**src/include/psnvm_pkg.sv**
```systemverilog
package psnvm_pkg;
  // Geometry of the memory word port
  localparam int ADDR_W = 18;
  localparam int DATA_W = 16;
  localparam int BYTE_W = 8;
  // Bus timing in ns, from which cycle counts are derived at 40 MHz
  localparam int CLK_PERIOD_NS = 25;
  localparam int SETUP_NS = 50;      // Address and select setup before strobe and data drive
  localparam int ACCESS_NS = 150;    // Read access before sampling the bus
  localparam int PULSE_NS = 120;     // Write strobe low time
  localparam int PRECHARGE_NS = 150; // Pre-charge after chip select rises
  localparam int SLEEP_EXIT_NS = 500;
  // Least times round up
  localparam int SETUP_CYC = (SETUP_NS + CLK_PERIOD_NS - 1) / CLK_PERIOD_NS;
  localparam int ACCESS_CYC = (ACCESS_NS + CLK_PERIOD_NS - 1) / CLK_PERIOD_NS;
  localparam int PULSE_CYC = (PULSE_NS + CLK_PERIOD_NS - 1) / CLK_PERIOD_NS;
  localparam int PRECHARGE_CYC = (PRECHARGE_NS + CLK_PERIOD_NS - 1) / CLK_PERIOD_NS;
  localparam int WAKE_CYC = (SLEEP_EXIT_NS + CLK_PERIOD_NS - 1) / CLK_PERIOD_NS;
  localparam int CNT_W = 6;
  localparam logic [CNT_W-1:0] CNT_ZERO = 6'h00;
  localparam logic [CNT_W-1:0] CNT_ONE = 6'h01;
  // Sequencer states
  typedef enum logic [2:0] {
    PSNVM_IDLE, PSNVM_SLEEP, PSNVM_WAKE, PSNVM_RD_ACC, PSNVM_WR_SET,
    PSNVM_WR_PULSE, PSNVM_PRECHG
  } psnvm_state_type;
endpackage : psnvm_pkg

```
**src/rtl/psnvm_host.sv**
```systemverilog
`timescale 1ns/10ps
// Summary of operation
// - One shared 16-bit bus, host drives writes
// - Host holds sleep high during accesses
// - Do not drive bus early in write
// - Allow read output at address change
// - Byte selects steady while select low
// - Byte selects low for full words
module psnvm_host
  import psnvm_pkg::*;
(
  input wire logic core_clk,
  input wire logic srst,
  input wire logic req_valid,             // User request, held until ready
  output logic req_ready,                 // Combinational accept
  input wire logic req_write,
  input wire logic [ADDR_W-1:0] req_addr,
  input wire logic [DATA_W-1:0] req_wdata,
  input wire logic [1:0] req_byte_en,     // Bit0 low lane, bit1 high lane
  input wire logic sleep_req,             // Level: keep device asleep
  output logic rsp_valid,                 // One-cycle read data pulse
  output logic [DATA_W-1:0] rsp_rdata,
  output logic asleep,                    // Device held in sleep
  output logic [ADDR_W-1:0] word_addr,
  output logic chip_sel_n,
  output logic write_strobe_n,
  output logic out_drive_n,
  output logic low_byte_lane_n,
  output logic high_byte_lane_n,
  output logic sleep_n,
  input wire logic [DATA_W-1:0] data_bus_in,
  output logic [DATA_W-1:0] data_bus_out,
  output logic data_bus_oe
);

  // Sequencer state and counter
  psnvm_state_type state_r, state_nxt;
  logic [CNT_W-1:0] cnt_r, cnt_nxt;
  // Pin and data registers
  logic [ADDR_W-1:0] addr_r, addr_nxt;
  logic cs_n_r, cs_n_nxt;
  logic we_n_r, we_n_nxt;
  logic oe_n_r, oe_n_nxt;
  logic [1:0] lane_n_r, lane_n_nxt;
  logic zz_n_r, zz_n_nxt;
  logic [DATA_W-1:0] wdata_r, wdata_nxt;
  logic drive_r, drive_nxt;
  logic [DATA_W-1:0] rdata_r, rdata_nxt;
  logic rvalid_r, rvalid_nxt;

  // Load a counter for a least time, minimum one cycle
  function automatic logic [CNT_W-1:0] psnvm_cnt(input int cyc);
    psnvm_cnt = (cyc < 1) ? CNT_ONE : CNT_W'(cyc);
  endfunction : psnvm_cnt

  // Accept only when idle and no sleep is wanted
  assign req_ready = (state_r == PSNVM_IDLE) && !sleep_req;

  // Next-state and pin computation
  always_comb begin
    state_nxt = state_r;
    cnt_nxt = (cnt_r != CNT_ZERO) ? cnt_r - CNT_ONE : CNT_ZERO;
    addr_nxt = addr_r;
    cs_n_nxt = cs_n_r;
    we_n_nxt = we_n_r;
    oe_n_nxt = oe_n_r;
    lane_n_nxt = lane_n_r;
    zz_n_nxt = zz_n_r;
    wdata_nxt = wdata_r;
    drive_nxt = drive_r;
    rdata_nxt = rdata_r;
    rvalid_nxt = 1'b0;
    case (state_r)
      PSNVM_IDLE: begin
        // Standby: select high, strobes idle
        if (sleep_req) begin
          // Sleep only entered from idle, never mid-access
          zz_n_nxt = 1'b0;
          state_nxt = PSNVM_SLEEP;
        end else if (req_valid) begin
          addr_nxt = req_addr;
          // Lanes move only as select falls or at the end of pre-charge, so they stay put under it
          lane_n_nxt = ~req_byte_en;
          cs_n_nxt = 1'b0;
          cnt_nxt = psnvm_cnt(req_write ? SETUP_CYC : ACCESS_CYC);
          if (req_write) begin
            // Output drive stays high; bus left to the device briefly
            wdata_nxt = req_wdata;
            state_nxt = PSNVM_WR_SET;
          end else begin
            oe_n_nxt = 1'b0;
            state_nxt = PSNVM_RD_ACC;
          end
        end
      end
      PSNVM_SLEEP: begin
        // Select and strobes idle high while asleep; byte lanes stay low
        if (!sleep_req) begin
          zz_n_nxt = 1'b1;
          cnt_nxt = psnvm_cnt(WAKE_CYC);
          state_nxt = PSNVM_WAKE;
        end
      end
      PSNVM_WAKE: begin
        if (cnt_r == CNT_ONE) begin
          state_nxt = PSNVM_IDLE;
        end
      end
      PSNVM_RD_ACC: begin
        if (cnt_r == CNT_ONE) begin
          rdata_nxt = data_bus_in;
          rvalid_nxt = 1'b1;
          oe_n_nxt = 1'b1;
          cs_n_nxt = 1'b1;
          cnt_nxt = psnvm_cnt(PRECHARGE_CYC);
          state_nxt = PSNVM_PRECHG;
        end
      end
      PSNVM_WR_SET: begin
        // Wait out any read output before driving
        if (cnt_r == CNT_ONE) begin
          we_n_nxt = 1'b0;
          drive_nxt = 1'b1;
          cnt_nxt = psnvm_cnt(PULSE_CYC);
          state_nxt = PSNVM_WR_PULSE;
        end
      end
      PSNVM_WR_PULSE: begin
        // Strobe and select rise together; earliest edge latches
        if (cnt_r == CNT_ONE) begin
          we_n_nxt = 1'b1;
          cs_n_nxt = 1'b1;
          cnt_nxt = psnvm_cnt(PRECHARGE_CYC);
          state_nxt = PSNVM_PRECHG;
        end
      end
      PSNVM_PRECHG: begin
        // Data held one cycle past the rising edges for hold time
        drive_nxt = 1'b0;
        if (cnt_r == CNT_ONE) begin
          lane_n_nxt = 2'h0;
          state_nxt = PSNVM_IDLE;
        end
      end
      default: begin
        state_nxt = PSNVM_IDLE;
      end
    endcase
  end

  // Register everything
  always_ff @(posedge core_clk) begin
    if (srst) begin
      state_r <= PSNVM_IDLE;
      cnt_r <= CNT_ZERO;
      addr_r <= '0;
      cs_n_r <= 1'b1;
      we_n_r <= 1'b1;
      oe_n_r <= 1'b1;
      lane_n_r <= 2'h0;
      zz_n_r <= 1'b1;
      wdata_r <= '0;
      drive_r <= 1'b0;
      rdata_r <= '0;
      rvalid_r <= 1'b0;
    end else begin
      state_r <= state_nxt;
      cnt_r <= cnt_nxt;
      addr_r <= addr_nxt;
      cs_n_r <= cs_n_nxt;
      we_n_r <= we_n_nxt;
      oe_n_r <= oe_n_nxt;
      lane_n_r <= lane_n_nxt;
      zz_n_r <= zz_n_nxt;
      wdata_r <= wdata_nxt;
      drive_r <= drive_nxt;
      rdata_r <= rdata_nxt;
      rvalid_r <= rvalid_nxt;
    end
  end

  // Pin outputs straight from flops
  assign word_addr = addr_r;
  assign chip_sel_n = cs_n_r;
  assign write_strobe_n = we_n_r;
  assign out_drive_n = oe_n_r;
  assign low_byte_lane_n = lane_n_r[0];
  assign high_byte_lane_n = lane_n_r[1];
  assign sleep_n = zz_n_r;
  assign data_bus_out = wdata_r;
  assign data_bus_oe = drive_r;
  assign rsp_valid = rvalid_r;
  assign rsp_rdata = rdata_r;
  assign asleep = (state_r == PSNVM_SLEEP);
endmodule : psnvm_host

```
**config.mk**
```make
export PLATFORM = sky130hd
export DESIGN_NAME = psnvm_host
export DESIGN_NICKNAME = d
export VERILOG_FILES = /design/src/include/psnvm_pkg.sv /design/src/rtl/psnvm_host.sv
export SDC_FILE = /design/constraint.sdc
export NUM_CORES = 1
export LEC_CHECK = 0
export ABC_AREA = 1
export ABC_CLOCK_PERIOD_IN_PS = 1500
export CAP_MARGIN = 0
export CORE_ASPECT_RATIO = 0.9
export CORE_MARGIN = 4
export CORE_UTILIZATION = 60
export CTS_CLUSTER_SIZE = 30
export DETAILED_ROUTE_END_ITERATION = 8
export DONT_BUFFER_PORTS = 1
export PLACE_DENSITY_LB_ADDON = 0.05
export SLEW_MARGIN = 15
export SYNTH_ARGS = -nofsm -noshare
export SYNTH_HDL_FRONTEND = slang
export SYNTH_SLANG_ARGS = --single-unit
```
**constraint.sdc**
```tcl
create_clock -name core_clk -period 1.5 [get_ports core_clk]
set_input_delay 0.075 -clock core_clk [delete_from_list [all_inputs] [get_ports core_clk]]
set_output_delay 0.075 -clock core_clk [all_outputs]
set_load 0.01 [all_outputs]
```
==> flow_summary.yaml <==
outcome:
  status: "completed"
grt:
  grt_pass1_wl_um: 12200
  first_global_vias: 2632
  grt_use_met3: 0.101
  antenna_found_initial: 0
  top_usage_layer: "met2"
  grt_usage: 0.270
  gr-total-overflow: 0
  use_met2: 0.433
  maximum_number_of_pins_on_one_net_before_global_route_repair: 37
  gr-usage-met1: 0.321
timing:
  worst_slew_pin_slew_ns: 0.377
  number_of_endpoints_failing_setup_at_the_final_stage: 0
  slew_headroom: 0.748
  max_freq_ghz: 0.694
  period_share: 0.961
  timing.clock.skew_ns: 0.0101
  final_period_minus_worst_setup_slack_ns: 1.44
  report.final.slew_viol_count: 0
  finalHoldViolations: 0
pwr:
  max-vdd-ir-drop_uv: 1030
  power-per-cell-area_nw_per_um2: 1580
  static-leakage-power_nw: 1.64
placement:
  half_perimeter_wire_length_after_detailed_placement_um: 4600
  postPlaceCellArea_um2: 2870
  gp_routability_congestion: 0.904
  buffer_ports.inserted: 0
setup_path:
  critical_path.max_fanout: 17
  worst_path_required_time_ns: 1.77
  crit-reg2reg-launch: "state_r[1]"
  critPathArrivalTime_ns: 1.71
  critical_path.startpoint_type: "flip-flop"
  reg2regPathDepth: 7
  reg2reg_slack_ns: 0.06
  setup.worst_path.end_class: "flip-flop"
  reg2reg_to: "data_bus_out[6]"
  path_class: "flip-flop to flip-flop"
synth:
  synthArstFlopShare: 0
  synth-warning-count: 0
  yosysUniqueCellTypes: 31
  synthDominantAreaCellType: "dfxtp_1"
  synth_sequential_area_ratio: 0.475
  yosys-top-cells-area: "dfxtp_1, nor2_1, o21ai_0"
  predominant_post_synthesis_flop_cell: "dfxtp_1"
  number_of_nets_produced_by_synthesis: 442
  postSynthCellCount: 383
  count_of_flip_flops_with_a_built_in_enable_after_synthesis: 0
  synth_area_per_cell_um2: 7.38
  synth_area_um2: 2830
  synth-seq-cells: 67
  yosysTopAreaCellShare: 0.475
die:
  ioPinCount: 117
  fp.dieW_um: 80.3
  chipHeight_um: 73.1
  die_area_um2: 5870
  core_region_area_um2: 4490
  row_count: 23
  initial_core_util: 0.630
cells_and_area:
  fin_nets: 508
  antenna_cells: 0
  final_common_cell: "nor2_1"
  layout.cell_area.non_filler_um2: 3710
  fin_util: 0.826
  areaGrowthSynthToFinish_pct: 31.2
  post_route_cells_drive_above_1_share: 0.134
  mostFrequentLayoutCells: "nor2_1, dfxtp_1, dlygate4sd3_1, nand2_1, o21ai_0"
  fillCellCount: 304
min_path:
  holdPathStages: 3
  hold_start: "req_valid"
  min-delay-path-class: "input pin to flip-flop"
  worstHoldEndpoint: "data_bus_out[9]"
routing:
  initialDrtViolationCount: 189
  routed_wirelength_um: 7990
  route.vias.total: 2774
  drt-vias-per-instance: 5.38
  wl_per_cell_um: 15.5
  drc_violations_left: 0
  detailedRoute.firstPassIterationCount: 5
  ant_nets: 0
clock_tree:
  htree_levels: 3
  tritoncts: "done"
  cts_root_buffer: "clkbuf_8"
  worst_skew_pair.late_latency_ns: 0.34
  clkSlewWorstSetupHoldPaths_ns: 0.08
  cts-root-to-sink-buffers: 2
  clkSinkCount: 67
  cts_inserted_buffers: 9
run:
  max_capacitance_violation_total: 0
## registers in the layout, indices dropped and copies added, names as in the netlist
signal,count
rsp_valid,1
word_addr,18
state_r,3
chip_sel_n,1
data_bus_out,16
rsp_rdata,16
lane_n_r,2
data_bus_oe,1
write_strobe_n,1
out_drive_n,1
cnt_r,6
sleep_n,1
## Yosys cell counts (3+ instances only)
master / count
nor2_1: 122
dfxtp_1: 67
nand2_1: 50
o21ai_0: 44
inv_1: 18
a21oi_1: 12
nand3_1: 12
o21ai_1: 12
clkbuf_1: 5
nor2_4: 5
buf_6: 4
nor2_2: 4
inv_2: 3
nand2_4: 3
## timing repair
item | CTS | global route
resized for setup | 0 | 18
hold buffers | 54 | 0
endpoints found under the hold margin | 56 | 0
endpoints found under the setup margin | 0 | 41
buffers inserted | 0 | 5
## power breakdown
group	leakage (nW)	total, mW	internal, mW	switching [mW]
registers	0.547	2.37	2.05	0.318
logic	1.01	2.17	0.851	1.32
clock network	0.0860	1.33	0.607	0.727
total	1.64	5.88	3.51	2.37
## through the flow
step | power (mW) | std cells | setup WS, ns | hold slack, ns | TNS (ns)
global route | 6.28 | 516 | -0.00974 | 0.0509 | -0.0169
floorplan | 3.79 | 383 | 0.216 | 0.144 | 0
detailed placement | 4.15 | 440 | 0.0835 | 0.150 | 0
global placement | 4.11 | 440 | 0.0893 | 0.146 | 0
CTS | 5.60 | 510 | 0.000202 | 0.0352 | 0
finish | 5.88 | 516 | 0.0588 | 0.0280 | 0
## cell families (layout without fill, tap and decap cells)
logic type               after synthesis  after routing  synth area share
AND/OR/NAND/NOR                      204            204             0.313
XOR/XNOR                               2              2           0.00620
flip-flops                            67             67             0.475
buffers and inverters                 38            109            0.0717
AO/OA/AOI/OAI                         70             70             0.126
adder cells (fa/ha/maj)                2              2           0.00885
## worst max path at each step
stage	start	end	slack, ns	depth (start not counted)
global route	cnt_r[4]	state_r[0]	-0.01	9
finish	state_r[1]	data_bus_out[6]	0.06	7
CTS	state_r[2]	asleep	0.0002	5
detailed placement	state_r[1]	lane_n_r[1]	0.08	6
global placement	state_r[1]	state_r[0]	0.09	9
floorplan	state_r[0]	state_r[1]	0.22	9
## final cells by class
cell class / instances / area (um^2) / area share
Clock buffer: 9 / 124 / 0.0334
Clock inverter: 7 / 51.3 / 0.0138
Inverter: 24 / 103 / 0.0277
Multi-Input combinational cell: 278 / 1330 / 0.358
Sequential cell: 67 / 1350 / 0.363
Tap cell: 62 / 77.6 / 0.0209
Timing Repair Buffer: 69 / 678 / 0.183
## critical path, stage by stage, from the launching register on
cell,delay (ns)
dfxtp_2,0.38
nor2_4,0.18
nand2_4,0.12
nor2_4,0.20
nand2_8,0.13
inv_8,0.13
nor2_1,0.06
nor2_1,0.15
## routing by layer
layer / vias to the layer above / wire length (um) / share of wire
met2: 150 / 4010 / 0.50
met5: - / 0 / 0
met1: 1246 / 3010 / 0.38
met4: 0 / 212 / 0.027
met3: 27 / 761 / 0.095
li1: 1351 / - / -
Power figures use the tool's default switching activity.
